===== config.mk =====
export PLATFORM = sky130hd
export DESIGN_NAME = dtcd_timer
export DESIGN_NICKNAME = d
export VERILOG_FILES = /design/src/common/dtcd_pkg.sv /design/src/verilog/dtcd_timer.sv
export SDC_FILE = /design/constraint.sdc
export NUM_CORES = 1
export LEC_CHECK = 0
export BUFFER_PORTS_ARGS = -buffer_cell sky130_fd_sc_hd__buf_2
export CAP_MARGIN = 40
export CORE_ASPECT_RATIO = 1.2
export CORE_MARGIN = 5
export CORE_UTILIZATION = 40
export DETAILED_ROUTE_END_ITERATION = 8
export REMOVE_ABC_BUFFERS = 1
export SYNTH_ARGS = -nofsm -noshare
export SYNTH_HDL_FRONTEND = slang
export SYNTH_SLANG_ARGS = --single-unit

===== constraint.sdc =====
create_clock -name mclk -period 5.1 [get_ports mclk]
set_input_delay 0.765 -clock mclk [delete_from_list [all_inputs] [get_ports mclk]]
set_output_delay 0.765 -clock mclk [all_outputs]
set_load 0.1 [all_outputs]

===== src/common/dtcd_pkg.sv =====
// Purpose: constants for the dual timer with carrier demodulation
// Assumes: APB register bus, 8-bit registers at word-aligned addresses
// Notes: byte address of a register is four times its index
package dtcd_pkg;

    // ------------------------------------------------------------------
    // register indices
    // ------------------------------------------------------------------
    localparam logic [3:0] IDX_BYTE_TIMER_CONTROL = 4'h0;
    localparam logic [3:0] IDX_TIMER_COMMON_CONTROL = 4'h1;
    localparam logic [3:0] IDX_WORD_TIMER_CONTROL = 4'h2;
    localparam logic [3:0] IDX_TIMER_ENABLE_LOCKSTEP = 4'h3;
    localparam logic [3:0] IDX_BYTE_RELOAD_LOW = 4'h4;
    localparam logic [3:0] IDX_BYTE_RELOAD_HIGH = 4'h5;
    localparam logic [3:0] IDX_WORD_RELOAD_LOW = 4'h6;
    localparam logic [3:0] IDX_WORD_RELOAD_HIGH = 4'h7;
    localparam logic [3:0] IDX_WORD_CAPTURE_LOW = 4'h8;
    localparam logic [3:0] IDX_WORD_CAPTURE_HIGH = 4'h9;
    localparam logic [3:0] IDX_BYTE_CAPTURE_LOW = 4'hA;
    localparam logic [3:0] IDX_BYTE_CAPTURE_HIGH = 4'hB;

    // ------------------------------------------------------------------
    // field positions
    // ------------------------------------------------------------------
    // common control
    localparam int CC_MODE = 7;
    localparam int CC_SELECT = 6;
    localparam int CC_LOGIC_HI = 5;
    localparam int CC_LOGIC_LO = 4;
    localparam int CC_PP_HI = 3;
    localparam int CC_PP_LO = 2;
    localparam int CC_BYTE_INIT = 1;
    localparam int CC_WORD_INIT = 0;
    // byte and word timer control
    localparam int TC_ENABLE = 7;
    localparam int TC_SINGLE = 6;
    localparam int WC_TIMEOUT = 5;
    localparam int BC_CLK_HI = 5;
    localparam int BC_CLK_LO = 4;
    localparam int WC_CLK_HI = 4;
    localparam int WC_CLK_LO = 3;
    localparam int BC_CAP_IE = 3;
    localparam int WC_CAP_IE = 2;
    localparam int TC_CNT_IE = 1;
    localparam int TC_PIN_SEL = 0;
    // enable/lockstep
    localparam int EL_WORD_EN = 7;
    localparam int EL_BYTE_EN = 6;
    localparam int EL_SYNC = 5;

    // ------------------------------------------------------------------
    // encodings and reset values
    // ------------------------------------------------------------------
    localparam logic [1:0] LOGIC_AND = 2'h0;
    localparam logic [1:0] LOGIC_OR = 2'h1;
    localparam logic [1:0] LOGIC_NOR = 2'h2;
    localparam logic [1:0] LOGIC_NAND = 2'h3;
    localparam logic [1:0] EDGE_FALL = 2'h0;
    localparam logic [1:0] EDGE_RISE = 2'h1;
    localparam logic [1:0] EDGE_BOTH = 2'h2;
    localparam logic [7:0] REG_RESET = 8'h00;
    localparam logic [2:0] DIV_RESET = 3'h0;

endpackage : dtcd_pkg


===== src/verilog/dtcd_timer.sv =====
// Purpose: byte and word down-counters for carrier transmit and demodulation
// Assumes: APB slave, zero wait states, pins synchronous to mclk
// Notes: interrupt requests leave as one-cycle pulses, no status register
//
// What this block does
// (RULE_01) common control bit 7: 0 transmit, 1 demodulation; transmit after reset
// (RULE_02) bit 6 picks combined pin source in transmit, edge input in demod
// (RULE_03) transmit logic field combines timer outputs: AND, OR, NOR, NAND
// (RULE_04) demod logic field picks falling, rising or both edges
// (RULE_05) byte capture on an edge requests interrupt when capture enable set
// (RULE_06) byte terminal count requests interrupt when timeout enable set
// (RULE_07) byte pin select chooses port value or byte timer level
// (RULE_08) edge bit 0: word timer captures and reloads on every edge
// (RULE_09) edge bit 1: word timer captures and reloads on first edge only
// (RULE_10) first-edge mode: byte timeout makes word capture without reload
// (RULE_11) writing edge bit 0 then 1 rearms first-edge capture
// (RULE_12) word timer wraps to FFFF at zero in demod (reloads in transmit), sets timeout, may interrupt
// (RULE_13) word timeout status stays set until software writes 1
// (RULE_14) word capture requests interrupt when capture enable set
// (RULE_15) word timeout requests interrupt when timeout enable set
// (RULE_16) word pin select chooses port value or word timer level
// (RULE_17) lockstep reg: bits 7,6 run state and start/stop; bit 5 sync
// (RULE_18) software uses ping-pong only in transmit with single-pass timers
// (RULE_19) ping-pong byte timer starts at initial level, hands over at end
// (RULE_20) ping-pong word timer starts at initial level, hands back at end
// (RULE_21) writing 00 to ping-pong field ends alternation
// (RULE_22) software stops timers and clears flags before ping-pong
// (RULE_23) timers decrement per prescaled tick, terminal count at zero
// (RULE_24) clock select fields divide the system clock for each timer
`timescale 1ns/100ps
module dtcd_timer
    import dtcd_pkg::*;
(
    input wire logic mclk,
    input wire logic srst,
    input wire logic [7:0] paddr,
    input wire logic psel,
    input wire logic penable,
    input wire logic pwrite,
    input wire logic [31:0] pwdata,
    output logic [31:0] prdata,
    output logic pready,
    output logic pslverr,
    input wire logic demodInputA,
    input wire logic demodInputB,
    input wire logic portOutByte,
    input wire logic portOutWord,
    input wire logic portOutCombined,
    output logic byteTimerOutPin,
    output logic wordTimerOutPin,
    output logic combinedOutPin,
    output logic byteIrq,
    output logic wordIrq
);

    // ------------------------------------------------------------------
    // registers and state
    // ------------------------------------------------------------------
    logic [7:0] byteCtl, wordCtl, commonCtl;
    logic syncEn;
    logic [7:0] byteReloadLow, byteReloadHigh, wordReloadLow, wordReloadHigh;
    logic [7:0] wordCaptureLow, wordCaptureHigh;
    logic [7:0] byteCaptureLow, byteCaptureHigh;
    logic byteRun, wordRun, next_byteRun, next_wordRun;
    logic [7:0] byteCount;
    logic [15:0] wordCount;
    logic byteLevel, wordLevel, wordTimeout, firstDone, prevIn;
    logic [2:0] divCnt;
    logic [7:0] rd8;

    // ------------------------------------------------------------------
    // apb decode
    // ------------------------------------------------------------------
    logic [3:0] idx;
    logic addrOk, wr, byteStart, wordStart;
    assign idx = paddr[5:2];
    assign addrOk = (paddr[7:6] == 2'h0) && (paddr[1:0] == 2'h0)
                    && (idx <= IDX_BYTE_CAPTURE_HIGH);
    assign pready = 1'b1;
    assign pslverr = psel && penable && !addrOk;
    assign wr = psel && penable && pwrite && addrOk;

    function automatic logic wrAt(input logic [3:0] i);
        wrAt = wr && (idx == i);
    endfunction : wrAt

    // ------------------------------------------------------------------
    // mode decode
    // ------------------------------------------------------------------
    logic demod, ppOn, wSingle, bSingle;
    logic [1:0] logicSel;
    assign demod = commonCtl[CC_MODE]; // [RULE_01]
    assign logicSel = commonCtl[CC_LOGIC_HI:CC_LOGIC_LO];
    // alternation lives only while the field is nonzero in transmit
    assign ppOn = !demod && (commonCtl[CC_PP_HI:CC_PP_LO] != 2'h0); // [RULE_21]
    assign wSingle = wordCtl[TC_SINGLE];
    assign bSingle = byteCtl[TC_SINGLE];

    // ------------------------------------------------------------------
    // prescaler
    // ------------------------------------------------------------------
    logic byteTick, wordTick;

    function automatic logic tickOf(input logic [1:0] s, input logic [2:0] d);
        case (s)
            2'h0: tickOf = 1'b1;
            2'h1: tickOf = d[0];
            2'h2: tickOf = &d[1:0];
            default: tickOf = &d;
        endcase
    endfunction : tickOf

    always_ff @(posedge mclk) begin
        if (srst) begin
            divCnt <= DIV_RESET;
        end else begin
            divCnt <= divCnt + 3'h1;
        end
    end

    // divided system clock, one-cycle enables
    assign byteTick = tickOf(byteCtl[BC_CLK_HI:BC_CLK_LO], divCnt); // [RULE_24]
    assign wordTick = tickOf(wordCtl[WC_CLK_HI:WC_CLK_LO], divCnt); // [RULE_24]

    // ------------------------------------------------------------------
    // edge detection
    // ------------------------------------------------------------------
    logic inSel, rise, fall, edgeEvt;
    assign inSel = commonCtl[CC_SELECT] ? demodInputB : demodInputA; // [RULE_02]
    assign rise = inSel && !prevIn;
    assign fall = !inSel && prevIn;

    always_comb begin
        case (logicSel) // [RULE_04]
            EDGE_FALL: edgeEvt = demod && fall;
            EDGE_RISE: edgeEvt = demod && rise;
            EDGE_BOTH: edgeEvt = demod && (rise || fall);
            default: edgeEvt = 1'b0;
        endcase
    end

    always_ff @(posedge mclk) begin
        if (srst) begin
            prevIn <= 1'b0;
        end else begin
            prevIn <= inSel;
        end
    end

    // ------------------------------------------------------------------
    // terminal counts and capture events
    // ------------------------------------------------------------------
    logic byteTc, wordTc, byteCapEvt, wordEdgeCap, wordTcCap, wordCapEvt;
    assign byteTc = byteRun && byteTick && (byteCount == 8'h00); // [RULE_23]
    assign wordTc = wordRun && wordTick && (wordCount == 16'h0000); // [RULE_23]
    assign byteCapEvt = byteRun && edgeEvt;
    // every edge, or only the first one after arming
    assign wordEdgeCap = wordRun && edgeEvt
                         && (!wSingle || !firstDone); // [RULE_08] [RULE_09]
    assign wordTcCap = wordRun && demod && wSingle && firstDone
                       && byteTc; // [RULE_10]
    assign wordCapEvt = wordEdgeCap || wordTcCap;

    // ------------------------------------------------------------------
    // run control
    // ------------------------------------------------------------------
    always_comb begin
        next_byteRun = byteRun;
        next_wordRun = wordRun;
        if (ppOn && byteTc) begin
            next_byteRun = 1'b0; // [RULE_19]
            next_wordRun = 1'b1;
        end else if (ppOn && wordTc) begin
            next_wordRun = 1'b0; // [RULE_20]
            next_byteRun = 1'b1;
        end else begin
            if (byteTc && bSingle && !demod) begin
                next_byteRun = 1'b0;
            end
            if (wordTc && wSingle && !demod) begin
                next_wordRun = 1'b0;
            end
        end
        // software start or stop has the last word
        if (wrAt(IDX_BYTE_TIMER_CONTROL)) begin
            next_byteRun = pwdata[TC_ENABLE];
        end
        if (wrAt(IDX_WORD_TIMER_CONTROL)) begin
            next_wordRun = pwdata[TC_ENABLE];
        end
        if (wrAt(IDX_TIMER_ENABLE_LOCKSTEP)) begin // [RULE_17]
            if (syncEn) begin
                next_byteRun = pwdata[EL_BYTE_EN] || pwdata[EL_WORD_EN];
                next_wordRun = pwdata[EL_BYTE_EN] || pwdata[EL_WORD_EN];
            end else begin
                next_byteRun = pwdata[EL_BYTE_EN];
                next_wordRun = pwdata[EL_WORD_EN];
            end
        end
    end

    assign byteStart = next_byteRun && !byteRun;
    assign wordStart = next_wordRun && !wordRun;

    always_ff @(posedge mclk) begin
        if (srst) begin
            byteRun <= 1'b0;
            wordRun <= 1'b0;
        end else begin
            byteRun <= next_byteRun;
            wordRun <= next_wordRun;
        end
    end

    // ------------------------------------------------------------------
    // software registers
    // ------------------------------------------------------------------
    always_ff @(posedge mclk) begin
        if (srst) begin
            byteCtl <= REG_RESET;
            wordCtl <= REG_RESET;
            commonCtl <= REG_RESET; // [RULE_01] [RULE_03]
            syncEn <= 1'b0; // [RULE_17]
            byteReloadLow <= REG_RESET;
            byteReloadHigh <= REG_RESET;
            wordReloadLow <= REG_RESET;
            wordReloadHigh <= REG_RESET;
        end else if (wr) begin
            case (idx)
                IDX_BYTE_TIMER_CONTROL: byteCtl <= pwdata[7:0];
                IDX_TIMER_COMMON_CONTROL: commonCtl <= pwdata[7:0];
                IDX_WORD_TIMER_CONTROL: wordCtl <= pwdata[7:0];
                IDX_TIMER_ENABLE_LOCKSTEP: syncEn <= pwdata[EL_SYNC];
                IDX_BYTE_RELOAD_LOW: byteReloadLow <= pwdata[7:0];
                IDX_BYTE_RELOAD_HIGH: byteReloadHigh <= pwdata[7:0];
                IDX_WORD_RELOAD_LOW: wordReloadLow <= pwdata[7:0];
                IDX_WORD_RELOAD_HIGH: wordReloadHigh <= pwdata[7:0];
                default: ;
            endcase
        end
    end

    // sticky timeout, a hardware set wins over the clear
    always_ff @(posedge mclk) begin
        if (srst) begin
            wordTimeout <= 1'b0;
        end else if (wordTc) begin
            wordTimeout <= 1'b1; // [RULE_12] [RULE_13]
        end else if (wrAt(IDX_WORD_TIMER_CONTROL) && pwdata[WC_TIMEOUT]) begin
            wordTimeout <= 1'b0; // [RULE_13]
        end
    end

    // first-edge latch, rearmed by writing the edge bit to 0
    always_ff @(posedge mclk) begin
        if (srst) begin
            firstDone <= 1'b0;
        end else if (!wSingle) begin
            firstDone <= 1'b0; // [RULE_11]
        end else if (wordEdgeCap) begin
            firstDone <= 1'b1; // [RULE_09]
        end
    end

    // ------------------------------------------------------------------
    // byte timer
    // ------------------------------------------------------------------
    logic byteStartLevel;
    assign byteStartLevel = ppOn ? commonCtl[CC_BYTE_INIT] : byteLevel;

    always_ff @(posedge mclk) begin
        if (srst) begin
            byteCount <= REG_RESET;
            byteLevel <= 1'b0;
        end else if (byteStart) begin
            byteLevel <= byteStartLevel; // [RULE_19]
            byteCount <= byteStartLevel ? byteReloadHigh : byteReloadLow;
        end else if (byteCapEvt) begin
            byteCount <= byteReloadHigh;
        end else if (byteTc && !demod) begin
            byteLevel <= !byteLevel;
            byteCount <= byteLevel ? byteReloadLow : byteReloadHigh;
        end else if (byteRun && byteTick) begin
            byteCount <= byteCount - 8'h01; // [RULE_23]
        end
    end

    // rising edge ends a low phase, falling edge ends a high phase
    always_ff @(posedge mclk) begin
        if (srst) begin
            byteCaptureLow <= REG_RESET;
            byteCaptureHigh <= REG_RESET;
        end else if (byteCapEvt) begin
            if (rise) begin
                byteCaptureLow <= byteCount;
            end else begin
                byteCaptureHigh <= byteCount;
            end
        end
    end

    // ------------------------------------------------------------------
    // word timer
    // ------------------------------------------------------------------
    always_ff @(posedge mclk) begin
        if (srst) begin
            wordCount <= {REG_RESET, REG_RESET};
            wordLevel <= 1'b0;
        end else if (wordStart) begin
            if (ppOn) begin
                wordLevel <= commonCtl[CC_WORD_INIT]; // [RULE_20]
            end
            wordCount <= {wordReloadHigh, wordReloadLow};
        end else if (wordEdgeCap) begin
            wordCount <= {wordReloadHigh, wordReloadLow}; // [RULE_08]
        end else if (wordTc && !demod) begin
            wordLevel <= !wordLevel;
            wordCount <= {wordReloadHigh, wordReloadLow};
        end else if (wordRun && wordTick) begin
            // zero rolls over to FFFF while demodulating
            wordCount <= wordCount - 16'h0001; // [RULE_12] [RULE_23]
        end
    end

    always_ff @(posedge mclk) begin
        if (srst) begin
            wordCaptureLow <= REG_RESET;
            wordCaptureHigh <= REG_RESET;
        end else if (wordCapEvt) begin
            wordCaptureLow <= wordCount[7:0]; // [RULE_10]
            wordCaptureHigh <= wordCount[15:8];
        end
    end

    // ------------------------------------------------------------------
    // interrupt request pulses
    // ------------------------------------------------------------------
    always_ff @(posedge mclk) begin
        if (srst) begin
            byteIrq <= 1'b0;
            wordIrq <= 1'b0;
        end else begin
            byteIrq <= (byteCapEvt && byteCtl[BC_CAP_IE])
                       || (byteTc && byteCtl[TC_CNT_IE]); // [RULE_05] [RULE_06]
            wordIrq <= (wordCapEvt && wordCtl[WC_CAP_IE])
                       || (wordTc && wordCtl[TC_CNT_IE]); // [RULE_14] [RULE_15]
        end
    end

    // ------------------------------------------------------------------
    // output pins
    // ------------------------------------------------------------------
    logic combLevel;
    always_comb begin
        case (logicSel) // [RULE_03]
            LOGIC_AND: combLevel = byteLevel & wordLevel;
            LOGIC_OR: combLevel = byteLevel | wordLevel;
            LOGIC_NOR: combLevel = !(byteLevel | wordLevel);
            LOGIC_NAND: combLevel = !(byteLevel & wordLevel);
            default: combLevel = 1'b0;
        endcase
    end

    // registered so the pins never glitch on a field change
    always_ff @(posedge mclk) begin
        if (srst) begin
            byteTimerOutPin <= 1'b0;
            wordTimerOutPin <= 1'b0;
            combinedOutPin <= 1'b0;
        end else begin
            byteTimerOutPin <= byteCtl[TC_PIN_SEL] ? byteLevel
                                                   : portOutByte; // [RULE_07]
            wordTimerOutPin <= wordCtl[TC_PIN_SEL] ? wordLevel
                                                   : portOutWord; // [RULE_16]
            combinedOutPin <= (!demod && commonCtl[CC_SELECT]) ? combLevel
                                             : portOutCombined; // [RULE_02]
        end
    end

    // ------------------------------------------------------------------
    // read path
    // ------------------------------------------------------------------
    always_comb begin
        case (idx)
            IDX_BYTE_TIMER_CONTROL: rd8 = {byteRun, byteCtl[6:0]};
            IDX_TIMER_COMMON_CONTROL: rd8 = commonCtl;
            IDX_WORD_TIMER_CONTROL:
                rd8 = {wordRun, wordCtl[6], wordTimeout, wordCtl[4:0]};
            IDX_TIMER_ENABLE_LOCKSTEP:
                rd8 = {wordRun, byteRun, syncEn, 5'h00}; // [RULE_17]
            IDX_BYTE_RELOAD_LOW: rd8 = byteReloadLow;
            IDX_BYTE_RELOAD_HIGH: rd8 = byteReloadHigh;
            IDX_WORD_RELOAD_LOW: rd8 = wordReloadLow;
            IDX_WORD_RELOAD_HIGH: rd8 = wordReloadHigh;
            IDX_WORD_CAPTURE_LOW: rd8 = wordCaptureLow;
            IDX_WORD_CAPTURE_HIGH: rd8 = wordCaptureHigh;
            IDX_BYTE_CAPTURE_LOW: rd8 = byteCaptureLow;
            IDX_BYTE_CAPTURE_HIGH: rd8 = byteCaptureHigh;
            default: rd8 = 8'h00;
        endcase
    end

    // sampled in the setup cycle, stable through the access cycle
    always_ff @(posedge mclk) begin
        if (srst) begin
            prdata <= 32'h00000000;
        end else if (psel && !penable) begin
            prdata <= {24'h000000, addrOk ? rd8 : 8'h00};
        end
    end
endmodule : dtcd_timer


==> results.toml, run 1 <==
[outcome]
status = "completed"

[power]
p_leak_uw = 0.00335
sw_frac_of_total = 0.239
seqPwrFrac = 0.392
clockPowerShare = 0.531
p_per_area_nw_per_um2 = 327
combPwrFrac = 0.077
p_sw_uw = 637
peakVddDrop_uv = 210
intPower_uw = 2030

[yosys]
synth_edf_count = 0
yosys_register_bits = 133
syn_area_um2 = 7270
ys_seq_area_frac = 0.366
avgSynthCellArea_um2 = 8.31
synthMuxAreaShare = 0.118
synthArstFlopShare = 0
synthFlopType = "dfxtp_1"
synth_xor_area_frac = 0.00482
synth_compound_area_frac = 0.206
yosys.area_share.simple = 0.216
ys_types = 88
yosysWarnings = 0
synth_cells = 875
synth_top_family_by_area = "simple AND/OR/NAND/NOR gates"
yosys.area_share.adder = 0.0207

[setup_path]
worstRegToRegCells = 11
critical_path_class = "reg2reg"
rr_endpoint = "wordCount[9]$_SDFFE_PP0P_"
arrival_ns = 3.61
worstSetupEndpointType = "register"
startpoint_type = "register"
crit_required_ns = 5.39
rr_startpoint = "commonCtl[6]$_SDFFE_PP0P_"
r2r_slack_ns = 1.77
worst-path-max-fanout = 17

[routing]
vias_per_cell = 5.76
drc = 0
firstDrtPassIters = 7
wirelength_um = 22600
vias = 6472
wl_per_cell_um = 20.2
ant_nets = 0
first_iter_violations = 649

[floorplan]
rows = 54
dieHeight_um = 158
ios = 89
dieArea_um2 = 21000
core_area_um2 = 18000
die_w_um = 133
initial_core_util = 0.403

[clock_tree]
postCtsSetupRepairBufs = 0
cts_resized = 0
numCtsBuffers = 17
cts_root_buffer = "clkbuf_16"
clk_pin_slew_ns = 0.06
htree_levels = 4
insertion_delay_ns = 0.43
cts.path.max_buffers = 2
hold_buffers = 0
cts_num_sinks = 133
cts_tree = "built"

[place]
port_buffers = 39
dpl_cell_area_um2 = 7470
dp_hpwl_um = 16300
pre_cts_slack_ns = 1.52
dp_cells = 1091
gp_congestion = 0.902

[global_route]
grt_use_total = 0.218
grt_pass1_wl_um = 35200
globalRouteOverflowTotal = 0
antenna_found_initial = 0
grt_start_max_net_pins = 69
grt_pass1_vias = 6160

[sta]
fmax_mhz = 301
tns_ns = 0
hold_viol_final = 0
finalCriticalPeriod_ns = 3.33
worst_slack_ns = 1.77
worst_slew_pin_slew_ns = 0.857
rsz0062_at_grt = "no"
slew_violations = 0
setup_violations = 0
min_period_over_period = 0.652
slew_headroom = 0.427
clock_skew_ns = 0.0107

[cells_and_area]
area_growth_pct = 12.0
n_antenna_cell = 0
finalInstanceArea_um2 = 8150
layoutNonFillerInstCount = 1123
nets = 948
drive_gt1_frac = 0.133

[worst_hold_path]
hold_class = "reg2reg"
hp-start = "prdata[7]$_SDFFE_PP0P_"
whs_path_depth = 2
hold_end = "prdata[7]$_SDFFE_PP0P_"

[run]
cap_violations = 0
-- sequential cells by signal, indices dropped and copies added, names as in the netlist, 3 cells and up --
register and cells:
byteCount 8, divCnt 3, byteCaptureHigh 8, wordCtl 6
byteReloadHigh 8, byteReloadLow 8, wordCount 16, wordReloadHigh 8
byteCaptureLow 8, wordCaptureLow 8, byteCtl 7, wordReloadLow 8
wordCaptureHigh 8, prdata 8, commonCtl 8
-- how the worst max path moves through the flow --
stage                                     endpoint  cells past startpoint  slack, ns                       from
floorplan           byteReloadHigh[0]$_SDFFE_PP0P_                      6       1.76                   paddr[7]
global placement         wordCount[9]$_SDFFE_PP0P_                     12       1.57                demodInputB
detailed placement       wordCount[9]$_SDFFE_PP0P_                     12       1.52                demodInputB
CTS                      wordCount[9]$_SDFFE_PP0P_                     11       1.80  commonCtl[6]$_SDFFE_PP0P_
global route             wordCount[9]$_SDFFE_PP0P_                     11       1.55  commonCtl[6]$_SDFFE_PP0P_
finish                   wordCount[9]$_SDFFE_PP0P_                     11       1.77  commonCtl[6]$_SDFFE_PP0P_
-- power by group through the flow --
| stage | Clock (µW) | Sequential [µW] | Combinational (µW) |
|---|---|---|---|
| 2_1_floorplan | 0 | 1080 | 123 |
| 3_3_place_gp | 0 | 1070 | 203 |
| 3_5_place_dp | 0 | 1070 | 203 |
| 4_1_cts | 1430 | 1050 | 203 |
| 5_1_grt | 1490 | 1050 | 215 |
| 6_report | 1420 | 1050 | 205 |
-- worst max-delay path: stages, from the launching register on --
cell      delay (ns)
dfxtp_1         0.51
mux2i_1         0.37
ha_1            0.28
nand2b_1        0.13
a311oi_1        0.29
buf_4           0.19
nand3_1         0.16
o21ai_4         0.18
or2_1           0.60
o21ai_0         0.19
a22oi_1         0.22
nor2_1          0.06
-- per-stage QoR --
step	utilization	power [µW]	hold WS (ns)
finish	0.452	2670	0.464
global route	0.452	2750	0.492
CTS	0.452	2680	0.467
detailed placement	0.414	1270	0.458
global placement	0.413	1270	0.444
floorplan	-	1200	0.423
-- synthesized netlist by cell type (3+ instances only) --
cell,n,area (µm²)
nor2_1,140,526
dfxtp_1,133,2660
nand2_1,96,360
mux2i_1,72,721
a21oi_1,58,290
o21ai_0,35,175
clkbuf_1,33,124
buf_4,30,225
a22oi_1,18,135
nand3_1,16,80.1
nor3_1,16,80.1
inv_1,15,56.3
a31oi_1,13,81.3
ha_1,12,150
nor2b_1,11,68.8
nand2b_1,10,62.6
buf_2,9,45.0
mux2_2,8,90.1
o221ai_1,7,61.3
a21o_1,6,45.0
a22o_1,6,52.6
o21ai_1,6,30.0
a221oi_1,5,43.8
a32oi_1,5,43.8
buf_1,5,18.8
nor3b_1,5,37.5
a211oi_1,4,30.0
a32o_1,4,40.0
o22ai_1,4,25.0
a21o_2,3,26.3
a311oi_1,3,26.3
and2_1,3,18.8
and3_1,3,18.8
nor4_1,3,18.8
o211ai_1,3,22.5
o2bb2ai_1,3,26.3
or2_2,3,18.8
-- cell type report --
class	count	area [µm²]
Timing Repair Buffer	48	269
Multi-Input combinational cell	670	4200
Sequential cell	133	2660
Inverter	16	60.1
Clock buffer	24	482
Clock inverter	8	194
Fill cell	1784	9890
Tap cell	224	280
-- layer usage --
layer,share of wire,routed length (µm),track usage
met5,0,0,0
met2,0.48,10900,0.364
met1,0.42,9460,0.265
met3,0.052,1180,0.0385
met4,0.050,1140,0.125
-- cell families after synthesis --
family / count (synthesis)
AND/OR/NAND/NOR: 334
XOR/XNOR: 4
flip-flops: 133
adder cells (fa/ha/maj): 12
buffers and inverters: 95
multiplexers: 82
AO/OA/AOI/OAI: 213
other: 2
-- cells in the final DEF (no fill, tap or decap), types with 13 or more instances in the layout --
cell	n
nor3_1	16
nand3_1	16
dfxtp_1	133
clkbuf_16	17
a21oi_1	58
a31oi_1	13
nand2_1	96
a22oi_1	18
o21ai_0	35
inv_1	15
mux2i_1	72
buf_2	38
conb_1	25
nor2_1	140
Note: power is estimated with default switching activity, not from simulation.
==> inputs of run 2 (changes only) <==
--- a/config.mk
+++ b/config.mk
@@ -5,6 +5,7 @@
 export SDC_FILE = /design/constraint.sdc
 export NUM_CORES = 1
 export LEC_CHECK = 0
+export ABC_AREA = 1
 export BUFFER_PORTS_ARGS = -buffer_cell sky130_fd_sc_hd__buf_2
 export CAP_MARGIN = 40
 export CORE_ASPECT_RATIO = 1.2
==> constraint.sdc (replaced) <==
create_clock -name mclk -period 2.7 [get_ports mclk]
set_input_delay 0.405 -clock mclk [delete_from_list [all_inputs] [get_ports mclk]]
set_output_delay 0.405 -clock mclk [all_outputs]
set_load 0.1 [all_outputs]
==> results.toml, run 2 <==
[outcome]
status = "completed"

[routing]
drc = 0
vias_per_cell = 5.28
wirelength_um = 22800
vias = 7219
first_iter_violations = 534
wl_per_cell_um = 16.7
ant_nets = 0
firstDrtPassIters = 5

[power]
peakVddDrop_uv = 387
power.total_uw = 4750
p_leak_uw = 0.00352
p_per_area_nw_per_um2 = 565

[yosys]
yosysMostFrequentCell = "nand2_1"
synth_edf_count = 0
synth.largest_area_cell = "dfxtp_1"
synth_cells = 1096
synth.area.top_cells = "dfxtp_1 (36%), nand2_1 (12%), o21ai_0 (11%)"
synth_top_area_share = 0.362
synthFlopType = "dfxtp_1"
ys_seq_area_frac = 0.362
synth_common_cells = "nand2_1 (241), o21ai_0 (157), dfxtp_1 (133), inv_1 (119), a21oi_1 (110)"
synthArstFlopShare = 0
yosys_register_bits = 133
ys_types = 41
syn_area_um2 = 7360
yosysWarnings = 0
avgSynthCellArea_um2 = 6.72

[setup_path]
worstSetupEndpointType = "register"
worstRegToRegCells = 15
crit_required_ns = 3.02
critical_path_class = "reg2reg"
startpoint_type = "register"
worst-path-max-fanout = 6
arrival_ns = 2.80

[global_route]
globalRouteOverflowTotal = 0
grt_use_total = 0.215
grt_pass1_vias = 6656
antenna_found_initial = 0
grt_start_max_net_pins = 53
grt_pass1_wl_um = 35500

[clock_tree]
clk_pin_slew_ns = 0.06
insertion_delay_ns = 0.43
numCtsBuffers = 17
htree_levels = 4
cts.path.max_buffers = 2
hold_buffers = 0
cts_tree = "built"
cts_num_sinks = 133
cts_root_buffer = "clkbuf_16"

[sta]
slew_headroom = 0.564
tns_ns = 0
worst_slack_ns = 0.221
fmax_mhz = 403
slew_violations = 0
clock_skew_ns = 0.0110
hold_viol_final = 0
min_period_over_period = 0.918
worst_slew_pin_slew_ns = 0.653
finalCriticalPeriod_ns = 2.48
setup_violations = 0

[cells_and_area]
area_growth_pct = 14.2
mostFrequentLayoutCells = "nand2_1 (240), o21ai_0 (153), dfxtp_1 (132), inv_1 (116), a21oi_1 (110)"
top_register = "wordCount"
largest_reg_flops = 16
fillers = 1860
finalInstanceArea_um2 = 8410
drive_gt1_frac = 0.113
final_core_util = 0.463
n_antenna_cell = 0
nets = 1193
final_common_cell = "nand2_1"

[floorplan]
rows = 54
die_w_um = 134
dieArea_um2 = 21200
initial_core_util = 0.405
ios = 89
dieHeight_um = 159
core_area_um2 = 18200

[place]
port_buffers = 39
dp_hpwl_um = 16900
dpl_cell_area_um2 = 7790
pre_cts_slack_ns = -0.0278
gp_congestion = 0.945

[worst_hold_path]
hold_class = "in2reg"
whs_path_depth = 3

[run]
cap_violations = 0
-- run 2: worst max-delay path: stages, from the launching register on --
cell	delay [ns]
dfxtp_2	0.35
inv_1	0.05
or2_2	0.27
o21ai_2	0.08
ha_1	0.26
o211ai_1	0.16
o211ai_1	0.22
nor2_1	0.18
inv_1	0.11
buf_4	0.17
o211ai_1	0.08
o21ai_0	0.11
nand2_1	0.07
o21ai_0	0.11
nor2_1	0.11
nor2_1	0.05
-- run 2: repair_timing --
item                                    4_1_cts  5_1_grt
gates resized for setup                       0       11
buffers inserted                              0        0
endpoints found under the setup margin        0       49
-- run 2: area by class of cell --
type | instances | area, µm² | share of cell area
multi-input combinational | 786 | 3910 | 0.465
sequential | 133 | 2660 | 0.317
inverter | 126 | 478 | 0.0568
timing repair buffer | 67 | 468 | 0.0556
clock buffer | 19 | 433 | 0.0515
tap | 224 | 280 | 0.0333
clock inverter | 13 | 174 | 0.0207
-- run 2: layer usage --
metal,up-vias,track usage,part of all wire
met3,39,0.0357,0.045
li1,3665,-,-
met2,207,0.374,0.48
met5,-,0,0
met1,3308,0.264,0.44
met4,0,0.0897,0.033
-- run 2: worst paths after layout --
check | from | to | slack, ns
max | commonCtl[6]$_SDFFE_PP0P_ | byteCount[5]$_SDFFE_PP0P_ | 0.22
max reg2reg | commonCtl[6]$_SDFFE_PP0P_ | byteCount[5]$_SDFFE_PP0P_ | 0.22
min | demodInputA | prevIn$_SDFF_PP0_ | 0.23
min reg2reg | byteCaptureHigh[6]$_SDFFE_PP0P_ | byteCaptureHigh[6]$_SDFFE_PP0P_ | 0.45
-- run 2: where the power goes --
group / total [µW] / switching (µW) / internal, µW / leakage (µW)
Combinational: 373 / 311 / 61.6 / 0.00217
Sequential: 1980 / 5.39 / 1970 / 0.00107
Clock: 2410 / 937 / 1470 / 0.000285
Total: 4750 / 1250 / 3500 / 0.00352
-- run 2: per-stage QoR --
step                      hold WS, ns  cells
after global routing            0.239   1368
after detailed placement        0.444   1336
after global placement          0.437   1336
after floorplan                 0.426   1045
after CTS                       0.253   1368
final                           0.234   1368
-- run 2: kinds of logic (layout without fill, tap and decap cells) --
family,count (synthesis),after routing,share of synthesized area
simple gates,403,403,0.233
compound gates,328,328,0.243
buf+inv,200,225,0.120
flops,133,133,0.362
xor+xnor,18,18,0.0214
fa+ha+maj,12,12,0.0204
other cells,2,25,0.00102
==> inputs of run 3 (changes only) <==
--- a/config.mk
+++ b/config.mk
@@ -11,8 +11,8 @@
 export CORE_ASPECT_RATIO = 1.2
 export CORE_MARGIN = 5
 export CORE_UTILIZATION = 40
+export CTS_CLUSTER_SIZE = 16
 export DETAILED_ROUTE_END_ITERATION = 8
-export REMOVE_ABC_BUFFERS = 1
 export SYNTH_ARGS = -nofsm -noshare
 export SYNTH_HDL_FRONTEND = slang
 export SYNTH_SLANG_ARGS = --single-unit
==> results.toml, run 3 (synthesized netlist as in run 2, its figures left out) <==
[floorplan]
core_area_um2 = 18200
rows = 54
dieArea_um2 = 21200
ios = 89
die_w_um = 134
dieHeight_um = 159
initial_core_util = 0.405

[clock_tree]
insertion_delay_ns = 0.43
hold_buffers = 0
clk_pin_slew_ns = 0.06
cts_root_buffer = "clkbuf_16"
cts.path.max_buffers = 2
cts_num_sinks = 133
cts_tree = "built"
htree_levels = 4
numCtsBuffers = 17

[place]
port_buffers = 39
dp_hpwl_um = 17400
dpl_cell_area_um2 = 7840
dp_cells = 1342
gp_congestion = 0.911

[sta]
slew_headroom = 0.556
slew_violations = 0
fmax_mhz = 396
clock_skew_ns = 0.00692
rsz0062_at_grt = "no"
hold_viol_final = 0
worst_slew_pin_slew_ns = 0.666
setup_violations = 0
finalCriticalPeriod_ns = 2.52
min_period_over_period = 0.934
tns_ns = 0

[setup_path]
cp_slowest_cell = "dfxtp_2"
worstSetupEndpointType = "register"
r2r_slack_ns = 0.18
startpoint_type = "register"
crit_required_ns = 3.06
timing.critical_path.mode_cell = "nand2_1"
cpPeakStageDelay_ns = 0.34
critPathBufInv = 3
path_cells = "inv_1, or2_2, o21ai_1, ha_1, o211ai_1, o211ai_1, nor3_2, inv_1, buf_12, o21ai_0, nand2_1, nand2_1, nand2_1, a21oi_1"
crit_family = "compound AO/OA/AOI/OAI gates"
worst-path-max-fanout = 29
critical_path_class = "reg2reg"
arrival_ns = 2.88

[cells_and_area]
multi_input_area_um2 = 3920
area_growth_pct = 16.3
largest_reg_flops = 16
final_common_cell = "nand2_1"
finalInstanceArea_um2 = 8560
nets = 1202
fillers = 1867
final-seq-area_um2 = 2660
mostFrequentLayoutCells = "nand2_1 (238), o21ai_0 (155), dfxtp_1 (132), inv_1 (116), a21oi_1 (110)"
drive_gt1_frac = 0.122
final_core_util = 0.471
layoutNonFillerInstCount = 1377
top_register = "wordCount"
n_antenna_cell = 0

[global_route]
grt_pass1_vias = 6805
globalRouteOverflowTotal = 0
grt_pass1_wl_um = 36600
grt_use_total = 0.221
antenna_found_initial = 0
grt_start_max_net_pins = 42

[outcome]
status = "completed"

[routing]
first_iter_violations = 590
ant_nets = 0
drc = 0
wl_per_cell_um = 16.8
wirelength_um = 23100
vias = 7208
vias_per_cell = 5.23
firstDrtPassIters = 5

[run]
cap_violations = 0

[power]
p_leak_uw = 0.00362
p_per_area_nw_per_um2 = 584
peakVddDrop_uv = 330

[worst_hold_path]
hold_class = "in2reg"
## run 3: layout make-up
class	instances	area share
repair buffers	76	0.0626
well taps	224	0.0327
multi-input cells	786	0.458
inverters	126	0.0567
clock inverters	13	0.0257
clock buffers	19	0.0529
flip-flops and latches	133	0.311
## run 3: routing by layer
layer	wire length, µm	part of all wire	vias up	global-route usage
li1	-	-	3683	-
met1	9840	0.43	3281	0.268
met5	0	0	-	0
met2	11500	0.50	193	0.390
met3	1020	0.044	51	0.0351
met4	741	0.032	0	0.0946
## run 3: through the flow
stage | total power [µW] | hold slack [ns] | setup WS, ns
floorplan | 2340 | 0.422 | 0.217
global placement | 2390 | 0.434 | 0.00502
detailed placement | 2390 | 0.439 | 0.0262
CTS | 5040 | 0.245 | 0.0825
global route | 5140 | 0.265 | 0.00495
finish | 5000 | 0.259 | 0.177
## run 3: path summary, 6_finish.rpt
kind,startpoint,endpoint,cells after the start
worst min register to register,byteCaptureHigh[0]$_SDFFE_PP0P_,byteCaptureHigh[0]$_SDFFE_PP0P_,2
worst max register to register,commonCtl[6]$_SDFFE_PP0P_,wordCount[13]$_SDFFE_PP0P_,14
worst min-delay path,portOutCombined,combinedOutPin$_SDFF_PP0_,3
worst max-delay path,commonCtl[6]$_SDFFE_PP0P_,wordCount[13]$_SDFFE_PP0P_,14
## run 3: repair_timing
action / CTS / global route
resized for setup: 0 / 12
buffers inserted: 0 / 3
setup endpoints to repair: 0 / 29
hold endpoints to repair: 0 / 0
## run 3: worst reg2reg max path: stages, from the launching register on
cell and delay (ns):
dfxtp_2 0.34, inv_1 0.05, or2_2 0.26, o21ai_1 0.12, ha_1 0.26, o211ai_1 0.17, o211ai_1 0.23, nor3_2 0.20
inv_1 0.12, buf_12 0.17, o21ai_0 0.16, nand2_1 0.07, nand2_1 0.07, nand2_1 0.09, a21oi_1 0.14
## run 3: power by group
group | internal (µW) | switching (µW) | total (µW)
Clock | 1700 | 943 | 2650
Combinational | 63.8 | 311 | 375
Sequential | 1970 | 5.12 | 1980
Total | 3740 | 1260 | 5000
